## config.mk

```make
export PLATFORM = sky130hd
export DESIGN_NAME = idc_core
export DESIGN_NICKNAME = d
export VERILOG_FILES = /design/src/shared/idc_pkg.sv /design/src/rtl/idc_counter.sv /design/src/rtl/idc_core.sv
export SDC_FILE = /design/constraint.sdc
export NUM_CORES = 1
export LEC_CHECK = 0
export ABC_AREA = 1
export BUFFER_PORTS_ARGS = -buffer_cell sky130_fd_sc_hd__buf_2
export CAP_MARGIN = 40
export CORE_MARGIN = 4
export CORE_UTILIZATION = 30
export DETAILED_ROUTE_END_ITERATION = 6
export PLACE_DENSITY = 0.54
export SLEW_MARGIN = 40
export SYNTH_ARGS = -nofsm -noshare
export SYNTH_HDL_FRONTEND = slang
export SYNTH_SLANG_ARGS = --single-unit
```

## constraint.sdc

```tcl
create_clock -name mclk -period 6.6 [get_ports mclk]
set_input_delay 0.99 -clock mclk [delete_from_list [all_inputs] [get_ports mclk]]
set_output_delay 0.99 -clock mclk [all_outputs]
set_load 0.05 [all_outputs]
```

## src/shared/idc_pkg.sv

```systemverilog
`default_nettype none
package idc_pkg;
	// Host address decode
	localparam int unsigned ADDR_W      = 10;
	localparam int unsigned ADDR_SEL    = 9;
	localparam int unsigned BASE_MSB    = 8;
	localparam int unsigned BASE_LSB    = 3;
	localparam int unsigned SW_W        = 6;
	localparam logic [5:0]  SW_FACTORY  = 6'h20;
	localparam logic [9:0]  BASE_LOWEST = 10'h200;
	localparam logic [9:0]  BASE_TOP    = 10'h3ff;
	// Port offsets inside the eight-byte block
	localparam logic [2:0]  OFS_ISO_LO  = 3'h0;
	localparam logic [2:0]  OFS_ISO_HI  = 3'h1;
	localparam logic [2:0]  OFS_PLN_LO  = 3'h2;
	localparam logic [2:0]  OFS_PLN_HI  = 3'h3;
	localparam logic [2:0]  OFS_CNT0    = 3'h4;
	localparam logic [2:0]  OFS_CTRL    = 3'h7;
	// Timer control byte fields
	localparam int unsigned CW_SEL_LSB  = 6;
	localparam int unsigned CW_RW_LSB   = 4;
	localparam logic [1:0]  CW_READBACK = 2'h3;
	localparam logic [1:0]  RW_LATCH    = 2'h0;
	localparam logic [1:0]  RW_LSB      = 2'h1;
	localparam logic [1:0]  RW_MSB      = 2'h2;
	localparam logic [1:0]  RW_BOTH     = 2'h3;
	localparam int unsigned CNT_W       = 16;
	localparam int unsigned CNT_N       = 3;
	// Timing
	localparam int unsigned CLK_HZ      = 20000000;
	localparam int unsigned BASE_HZ     = 2000000;
	localparam int unsigned BASE_DIV    = CLK_HZ / BASE_HZ;
	localparam int unsigned N_LO_IRQ    = 5;
	localparam int unsigned N_HI_IRQ    = 7;
endpackage
`default_nettype wire

```

## src/rtl/idc_counter.sv

```systemverilog
`timescale 1ns/10ps
`default_nettype none
module idc_counter #(
	parameter int unsigned W = 16
) (
	input  wire logic         mclk,
	input  wire logic         nrst,
	input  wire logic         tick,
	input  wire logic         gate,
	input  wire logic         load,
	input  wire logic [W-1:0] load_val,
	output logic      [W-1:0] count_q,
	output logic              term_q,
	output logic              armed_q
);
	typedef struct packed {
		logic [W-1:0] count;
		logic [W-1:0] reload;
		logic         term;
		logic         armed;
	} idc_cnt_state_t;

	idc_cnt_state_t s_q;
	idc_cnt_state_t s_d;

	// Reload of zero wraps through all ones, giving the full 2^W span
	always_comb begin
		s_d = s_q;
		s_d.term = 1'b0;
		if (load) begin
			s_d.count = load_val;
			s_d.reload = load_val;
			s_d.armed = 1'b1;
		end else if (s_q.armed && tick && gate) begin
			if (s_q.count == W'(1)) begin
				s_d.count = s_q.reload;
				s_d.term = 1'b1;
			end else begin
				s_d.count = s_q.count - W'(1);
			end
		end
	end

	always_ff @(posedge mclk or negedge nrst) begin
		if (!nrst) begin
			s_q <= '0;
		end else begin
			s_q <= s_d;
		end
	end

	assign count_q = s_q.count;
	assign term_q  = s_q.term;
	assign armed_q = s_q.armed;
endmodule
`default_nettype wire

```

## src/rtl/idc_core.sv

```systemverilog
`timescale 1ns/10ps
`default_nettype none
// How it works
// - Eight byte ports, base 200h..3FFh
// - A8..A3 compared to switch, open means one
// - A9 must be high to select
// - Factory switch setting gives base 300h
// - Sixteen isolated and plain inputs, outputs each
// - Host uses byte-wide I/O cycles only
// - Three 16-bit down counters, counter one clocked by counter two
// - 2 MHz clocks counter two, feeds one
// - Counter zero clock, gate from header
// - Lower IRQ external, higher IRQ timer
// - Both IRQ lines independent, may coincide
// - Four selectable sources, rising or falling edge
// - Sources: isolated 0/1, plain 0/1
// - Offsets 0-3 data, 4-6 counters, 7 control
module idc_core (
	input  wire logic        mclk,
	input  wire logic        nrst,
	input  wire logic [9:0]  sa,
	input  wire logic        ior_n,
	input  wire logic        iow_n,
	input  wire logic [7:0]  data_in,
	output logic      [7:0]  data_out,
	output logic             data_oe_n,
	input  wire logic [5:0]  base_select_switch,
	input  wire logic [15:0] iso_in,
	input  wire logic [15:0] plain_in,
	output logic      [15:0] iso_out,
	output logic      [15:0] plain_out,
	input  wire logic        free_counter_clk,
	input  wire logic        free_counter_gate,
	input  wire logic [1:0]  lower_irq_source_jumper,
	input  wire logic        lower_irq_rising,
	input  wire logic [2:0]  lower_irq_route_jumper,
	input  wire logic [2:0]  higher_irq_route_jumper,
	output logic      [4:0]  lower_irq,
	output logic      [6:0]  higher_irq
);
	localparam logic [3:0] DIV_LAST = 4'(idc_pkg::BASE_DIV - 1);
	localparam int unsigned N = idc_pkg::CNT_N;
	localparam int unsigned CW = idc_pkg::CNT_W;

	typedef struct packed {
		logic                  ior_prev;
		logic                  iow_prev;
		logic [15:0]           iso_out;
		logic [15:0]           pln_out;
		logic [3:0]            div;
		logic [N-1:0][1:0]     rw;
		logic [N-1:0]          flip_w;
		logic [N-1:0]          flip_r;
		logic [N-1:0][CW-1:0]  hold;
		logic [N-1:0]          held;
		logic [7:0]            stage;
		logic [7:0]            rdata;
		logic                  oe_n;
		logic                  src_s1;
		logic                  src_s2;
		logic                  src_s3;
		logic [2:0]            src_fill;
		logic                  ck0_prev;
		logic [4:0]            lo_irq;
		logic [6:0]            hi_irq;
	} idc_state_t;

	idc_state_t s_q;
	idc_state_t s_d;

	logic [N-1:0][CW-1:0] cnt;
	logic [N-1:0]         term;
	logic [N-1:0]         armed;
	logic [N-1:0]         tick;
	logic [N-1:0]         gate;
	logic [N-1:0]         ld;
	logic [N-1:0][CW-1:0] ldv;
	logic                 hit;
	logic                 wr_go;
	logic                 rd_go;
	logic                 src;
	logic                 base_tick;

	function automatic logic [7:0] idc_route(input logic [2:0] idx, input logic fire);
		idc_route = fire ? (8'h01 << idx) : 8'h00;
	endfunction

	////////////////////////////////////////////////////////////////////////
	// Block decode, A9 forces 200h..3FFh
	// Switch compare, A9 high, 6'h20 is 300h
	assign hit = sa[idc_pkg::ADDR_SEL]
		&& (sa[idc_pkg::BASE_MSB:idc_pkg::BASE_LSB] == base_select_switch);
	// One byte per strobe falling edge
	assign wr_go = hit && !iow_n && s_q.iow_prev;
	assign rd_go = hit && !ior_n && s_q.ior_prev;

	always_comb begin
		case (lower_irq_source_jumper)
			2'h0: src = iso_in[0];
			2'h1: src = iso_in[1];
			2'h2: src = plain_in[0];
			2'h3: src = plain_in[1];
			default: src = 1'b0;
		endcase
	end

	assign base_tick = (s_q.div == DIV_LAST);
	assign tick[0] = free_counter_clk && !s_q.ck0_prev;
	assign gate[0] = free_counter_gate;
	assign tick[1] = term[2];
	assign tick[2] = base_tick;
	assign gate[1] = 1'b1;
	assign gate[2] = 1'b1;

	////////////////////////////////////////////////////////////////////////
	always_comb begin
		logic [2:0]    ofs;
		logic [1:0]    sel;
		logic [CW-1:0] v;
		int unsigned   k;
		ofs = sa[2:0];
		sel = data_in[idc_pkg::CW_SEL_LSB +: 2];
		v = '0;
		k = 0;
		s_d = s_q;
		ld = '0;
		ldv = '0;
		s_d.ior_prev = ior_n;
		s_d.iow_prev = iow_n;
		s_d.div = base_tick ? 4'h0 : s_q.div + 4'h1;
		s_d.ck0_prev = free_counter_clk;
		s_d.oe_n = !(hit && !ior_n);
		if (wr_go) begin
			case (ofs)
				idc_pkg::OFS_ISO_LO: s_d.iso_out[7:0] = data_in;
				idc_pkg::OFS_ISO_HI: s_d.iso_out[15:8] = data_in;
				idc_pkg::OFS_PLN_LO: s_d.pln_out[7:0] = data_in;
				idc_pkg::OFS_PLN_HI: s_d.pln_out[15:8] = data_in;
				idc_pkg::OFS_CTRL: begin
					if (sel != idc_pkg::CW_READBACK) begin
						if (data_in[idc_pkg::CW_RW_LSB +: 2] == idc_pkg::RW_LATCH) begin
							s_d.hold[sel] = cnt[sel];
							s_d.held[sel] = 1'b1;
						end else begin
							s_d.rw[sel] = data_in[idc_pkg::CW_RW_LSB +: 2];
							s_d.flip_w[sel] = 1'b0;
							s_d.flip_r[sel] = 1'b0;
							s_d.held[sel] = 1'b0;
						end
					end
				end
				default: begin
					k = 32'(ofs - idc_pkg::OFS_CNT0);
					case (s_q.rw[k])
						idc_pkg::RW_LSB: begin
							ld[k] = 1'b1;
							ldv[k] = {8'h00, data_in};
						end
						idc_pkg::RW_MSB: begin
							ld[k] = 1'b1;
							ldv[k] = {data_in, 8'h00};
						end
						default: begin
							// Low byte waits in stage so a half load never starts counting
							if (!s_q.flip_w[k]) begin
								s_d.stage = data_in;
								s_d.flip_w[k] = 1'b1;
							end else begin
								ld[k] = 1'b1;
								ldv[k] = {data_in, s_q.stage};
								s_d.flip_w[k] = 1'b0;
							end
						end
					endcase
				end
			endcase
		end
		if (rd_go) begin
			case (ofs)
				idc_pkg::OFS_ISO_LO: s_d.rdata = iso_in[7:0];
				idc_pkg::OFS_ISO_HI: s_d.rdata = iso_in[15:8];
				idc_pkg::OFS_PLN_LO: s_d.rdata = plain_in[7:0];
				idc_pkg::OFS_PLN_HI: s_d.rdata = plain_in[15:8];
				idc_pkg::OFS_CTRL: s_d.rdata = {5'h00, armed};
				default: begin
					k = 32'(ofs - idc_pkg::OFS_CNT0);
					v = s_q.held[k] ? s_q.hold[k] : cnt[k];
					case (s_q.rw[k])
						idc_pkg::RW_LSB: begin
							s_d.rdata = v[7:0];
							s_d.held[k] = 1'b0;
						end
						idc_pkg::RW_MSB: begin
							s_d.rdata = v[15:8];
							s_d.held[k] = 1'b0;
						end
						default: begin
							s_d.rdata = s_q.flip_r[k] ? v[15:8] : v[7:0];
							if (s_q.flip_r[k]) begin
								s_d.held[k] = 1'b0;
							end
							s_d.flip_r[k] = !s_q.flip_r[k];
						end
					endcase
				end
			endcase
		end
		s_d.src_s1 = src;
		s_d.src_s2 = s_q.src_s1;
		s_d.src_s3 = s_q.src_s2;
		// No edge until the third flop holds a real pin sample
		s_d.src_fill = {s_q.src_fill[1:0], 1'b1};
		s_d.lo_irq = 5'(idc_route(lower_irq_route_jumper, s_q.src_fill[2]
			&& (lower_irq_rising ? (s_q.src_s2 && !s_q.src_s3) : (!s_q.src_s2 && s_q.src_s3))));
		// Own path, no gating by the lower line
		s_d.hi_irq = 7'(idc_route(higher_irq_route_jumper, term[1]));
	end

	always_ff @(posedge mclk or negedge nrst) begin
		if (!nrst) begin
			s_q <= '0;
			s_q.ior_prev <= 1'b1;
			s_q.iow_prev <= 1'b1;
			s_q.oe_n <= 1'b1;
			s_q.rw <= {N{idc_pkg::RW_BOTH}};
		end else begin
			s_q <= s_d;
		end
	end

	for (genvar i = 0; i < N; i++) begin : g_cnt
		idc_counter #(.W(CW)) u_cnt (
			.mclk     (mclk),
			.nrst     (nrst),
			.tick     (tick[i]),
			.gate     (gate[i]),
			.load     (ld[i]),
			.load_val (ldv[i]),
			.count_q  (cnt[i]),
			.term_q   (term[i]),
			.armed_q  (armed[i])
		);
	end

	assign iso_out    = s_q.iso_out;
	assign plain_out  = s_q.pln_out;
	assign data_out   = s_q.rdata;
	assign data_oe_n  = s_q.oe_n;
	assign lower_irq  = s_q.lo_irq;
	assign higher_irq = s_q.hi_irq;
endmodule
`default_nettype wire

```

==> results.py <==
metrics = {
    "outcome": {
        "status": "completed",
    },
    "sta": {
        "setup_violations": 0,
        "finalHoldViolCount": 0,
        "fin_crit_sh_pct": 63.5,
        "hold_ws_ps": 335,
        "max_freq_mhz": 239,
        "fin_skew_ps": 28.9,
        "rsz0062_at_grt": "no",
        "finalSetupTns_ps": 0,
        "finalMaxSlewViolations": 0,
        "period_needed_ps": 4190,
        "slew-limit-headroom_pct": 45.6,
        "worst_slew_pin_slew_ps": 814,
    },
    "yosys": {
        "synth_nets": 2179,
        "synth_area_per_cell_um2": 6.80,
        "synth_flop_cell": "dfrtp_1",
        "yosysUniqueCellTypes": 53,
        "synth.top_cell.area_share_pct": 40.1,
        "synth_simple_gate_area_share_pct": 37.7,
        "synth_xor_xnor_area_share_pct": 0.736,
        "synthesis.area_um2": 14300,
        "yosys_register_bits": 238,
        "synth_top_family_by_area": "simple AND/OR/NAND/NOR gates",
        "synthMuxAreaShare_pct": 0,
        "synth_compound_gate_area_share_pct": 8.48,
        "synthCells": 2100,
        "synth_warnings": 0,
        "synth_fa_ha_area_share_pct": 0.701,
        "synth-seq-area-share_pct": 41.8,
        "netlist_top_cells_area": "dfrtp_1, nand2_1, inv_1",
        "synth_edf_count": 0,
        "synth_area_leader_cell": "dfrtp_1",
        "async_flop_share_pct": 100,
    },
    "cts": {
        "cts_buffers": 29,
        "ctsHoldBuffers": 0,
        "h-tree-depth": 1,
        "cts_sinks": 238,
        "cts_root_buf": "clkbuf_16",
        "post_cts_buffers": 0,
        "tritoncts": "yes",
        "clk_pin_slew_ps": 60,
        "cts_resized": 0,
        "ctsLongestPathBuffers": 3,
        "clock_latency_ps": 590,
    },
    "grt": {
        "globalRouteOverflowTotal": 0,
        "grt_pass1_wl_um": 75300,
        "antenna_found_initial": 1,
        "grt_pass1_vias": 13000,
        "track_usage_pct": 18.7,
        "grt_max_degree": 128,
    },
    "final_layout": {
        "multi_input_area_um2": 6810,
        "synthToLayoutAreaGrowth_pct": 12.3,
        "final_nets": 2223,
        "design_area_um2": 16000,
        "final.fill_count": 5104,
        "antenna_cells": 0,
        "regArea_um2": 5970,
        "final_cells": 2774,
        "layout-drive-gt1-share_pct": 11.3,
    },
    "die": {
        "die_w_um": 226,
        "start_util_pct": 30.5,
        "die-height_um": 226,
        "rows": 79,
        "core_area_um2": 46800,
        "io_pins": 124,
        "dieArea_um2": 51100,
    },
    "routing": {
        "drc_errors": 0,
        "drt_first_pass_iters": 5,
        "wirelength_um": 48300,
        "routedWlPerCell_um": 17.4,
        "ant_nets": 0,
        "drtIter0Drc": 1510,
        "viasPerCell": 4.89,
        "num_vias": 13600,
    },
    "flow_run": {
        "maxCapViolations": 0,
    },
    "setup_path": {
        "cp_max_fo": 25,
        "cp-start-kind": "input port",
        "path_class": "input port to register",
        "cp.arrival_ps": 4640,
        "crit_required_ps": 7050,
        "end_kind": "register",
    },
    "pwr": {
        "p_total_mw": 3.48,
        "p_leak_nw": 8.77,
        "ir_drop_mv": 0.183,
        "p_per_area_nw_per_um2": 217,
    },
    "worst_hold_path": {
        "min_path_type": "input port to asynchronous set/reset pin",
    },
    "placed_design": {
        "dpl.cell_count": 2719,
        "gp_congestion": 0.928,
        "io_buffers": 123,
        "place_area_um2": 15000,
        "dpl.hpwl_um": 35300,
    },
}
Yosys cell counts, types with 17 or more instances:
master    number
inv_2         17
o21ai_0       80
nand3_1      135
clkbuf_1      25
inv_1        181
nor3_1        27
o21ai_1       62
nand2_1      932
o211ai_1      18
buf_2         25
buf_4         63
nor2_1       151
dfrtp_1      229
critical path, stage by stage:
cell and delay, ps:
buf_2 170, inv_2 50, nand2_1 50, buf_4 260, inv_2 240, a22oi_1 190
and2_1 170, inv_1 50, ha_1 710, inv_1 170, nand2_1 120, nand2_1 80
inv_2 120, nand3_2 430, nand2_2 470, inv_2 180, nand2_1 90, nand2_1 50
power by group:
| group | internal, mW | switching (mW) | leakage (nW) | total, mW |
|---|---|---|---|---|
| Combinational | 0.0757 | 0.221 | 5.20 | 0.297 |
| Clock | 1.01 | 0.680 | 0.483 | 1.69 |
| Sequential | 1.48 | 0.0144 | 3.09 | 1.49 |
| Total | 2.56 | 0.916 | 8.77 | 3.48 |
final timing paths:
path	from	to	slack (ps)	depth (start not counted)
min in group mclk	s_d[15]	s_q[15]	350	0
setup reg to reg	s_q[93]	g_cnt[2].u_cnt.count_q[11]	3200	12
hold reg to reg	s_d[15]	s_q[15]	350	0
hold / removal	nrst	higher_irq[4]	340	1
setup / recovery	sa[1]	g_cnt[2].u_cnt.count_q[11]	2410	18
max in group asynchronous	nrst	plain_out[11]	5250	2
cell families after synthesis:
family / count (synthesis)
DFF: 238
xor gates and xnor gates: 12
adders and majority gates: 8
other: 1
and+or+nand+nor: 1306
buffers and inverters: 323
AOI/OAI and AO/OA: 212
layout make-up:
class	count	share of cell area, %
Inverter	204	4.81
Multi-Input combinational cell	1539	42.5
Clock buffer	40	4.97
Timing Repair Buffer	132	4.55
Clock inverter	14	1.26
Tap cell	607	4.74
Sequential cell	238	37.2
state kept, by name, summed over array words and instances (netlist names), named ones only:
name and cells:
s_q 77, g_cnt.u_cnt.count_q 48, g_cnt.u_cnt.s_q 48, iso_out 16, plain_out 16, data_out 8, higher_irq 7, lower_irq 5
s_d 4, g_cnt.u_cnt.armed_q 3, g_cnt.u_cnt.term_q 2, data_oe_n 1
per-layer routing:
layer  part of all wire (%)  vias up  routed length (µm)  GRT usage, %
met5                      0        -                   0             0
met2                     45      435               21500          29.0
li1                       -     6653                   -             -
met1                     46     6382               22000          26.8
met3                    6.0       92                2880          2.21
met4                    3.8        0                1850          7.01
layout by cell type, fill, tap and decap left out, types with 3 or more instances in the layout:
| cell | netlist | layout |
|---|---|---|
| a22oi_1 | 6 | 6 |
| o211ai_1 | 18 | 18 |
| nor2_1 | 151 | 150 |
| ha_1 | 8 | 8 |
| xnor2_1 | 3 | 3 |
| nand2_1 | 932 | 930 |
| bufinv_16 | 0 | 4 |
| nand3_1 | 135 | 135 |
| o221ai_1 | 15 | 15 |
| clkbuf_8 | 0 | 3 |
| nor2_4 | 3 | 3 |
| nand4_1 | 15 | 15 |
| dfrtp_1 | 229 | 229 |
| clkinv_2 | 2 | 6 |
| buf_4 | 63 | 6 |
| o21ai_0 | 80 | 80 |
| xor2_1 | 9 | 9 |
| nor3_1 | 27 | 27 |
| nand3b_1 | 3 | 3 |
| o22ai_1 | 9 | 9 |
| nand2_2 | 6 | 8 |
| o21ai_1 | 62 | 62 |
| dfstp_2 | 9 | 9 |
| nor2_2 | 9 | 10 |
| clkinv_1 | 3 | 3 |
| clkbuf_1 | 25 | 8 |
| inv_2 | 17 | 17 |
| a21oi_1 | 16 | 16 |
| nand3_2 | 4 | 4 |
| clkbuf_16 | 0 | 29 |
| buf_2 | 25 | 122 |
| inv_1 | 181 | 181 |
metrics by stage:
| stage | setup WS [ps] | utilization, % |
|---|---|---|
| after floorplan | 3210 | - |
| after global placement | 2030 | 32.1 |
| after detailed placement | 1910 | 32.1 |
| after CTS | 2510 | 34.3 |
| after global routing | 2070 | 34.3 |
| final | 2410 | 34.3 |
(Power assumes the default switching activity.)
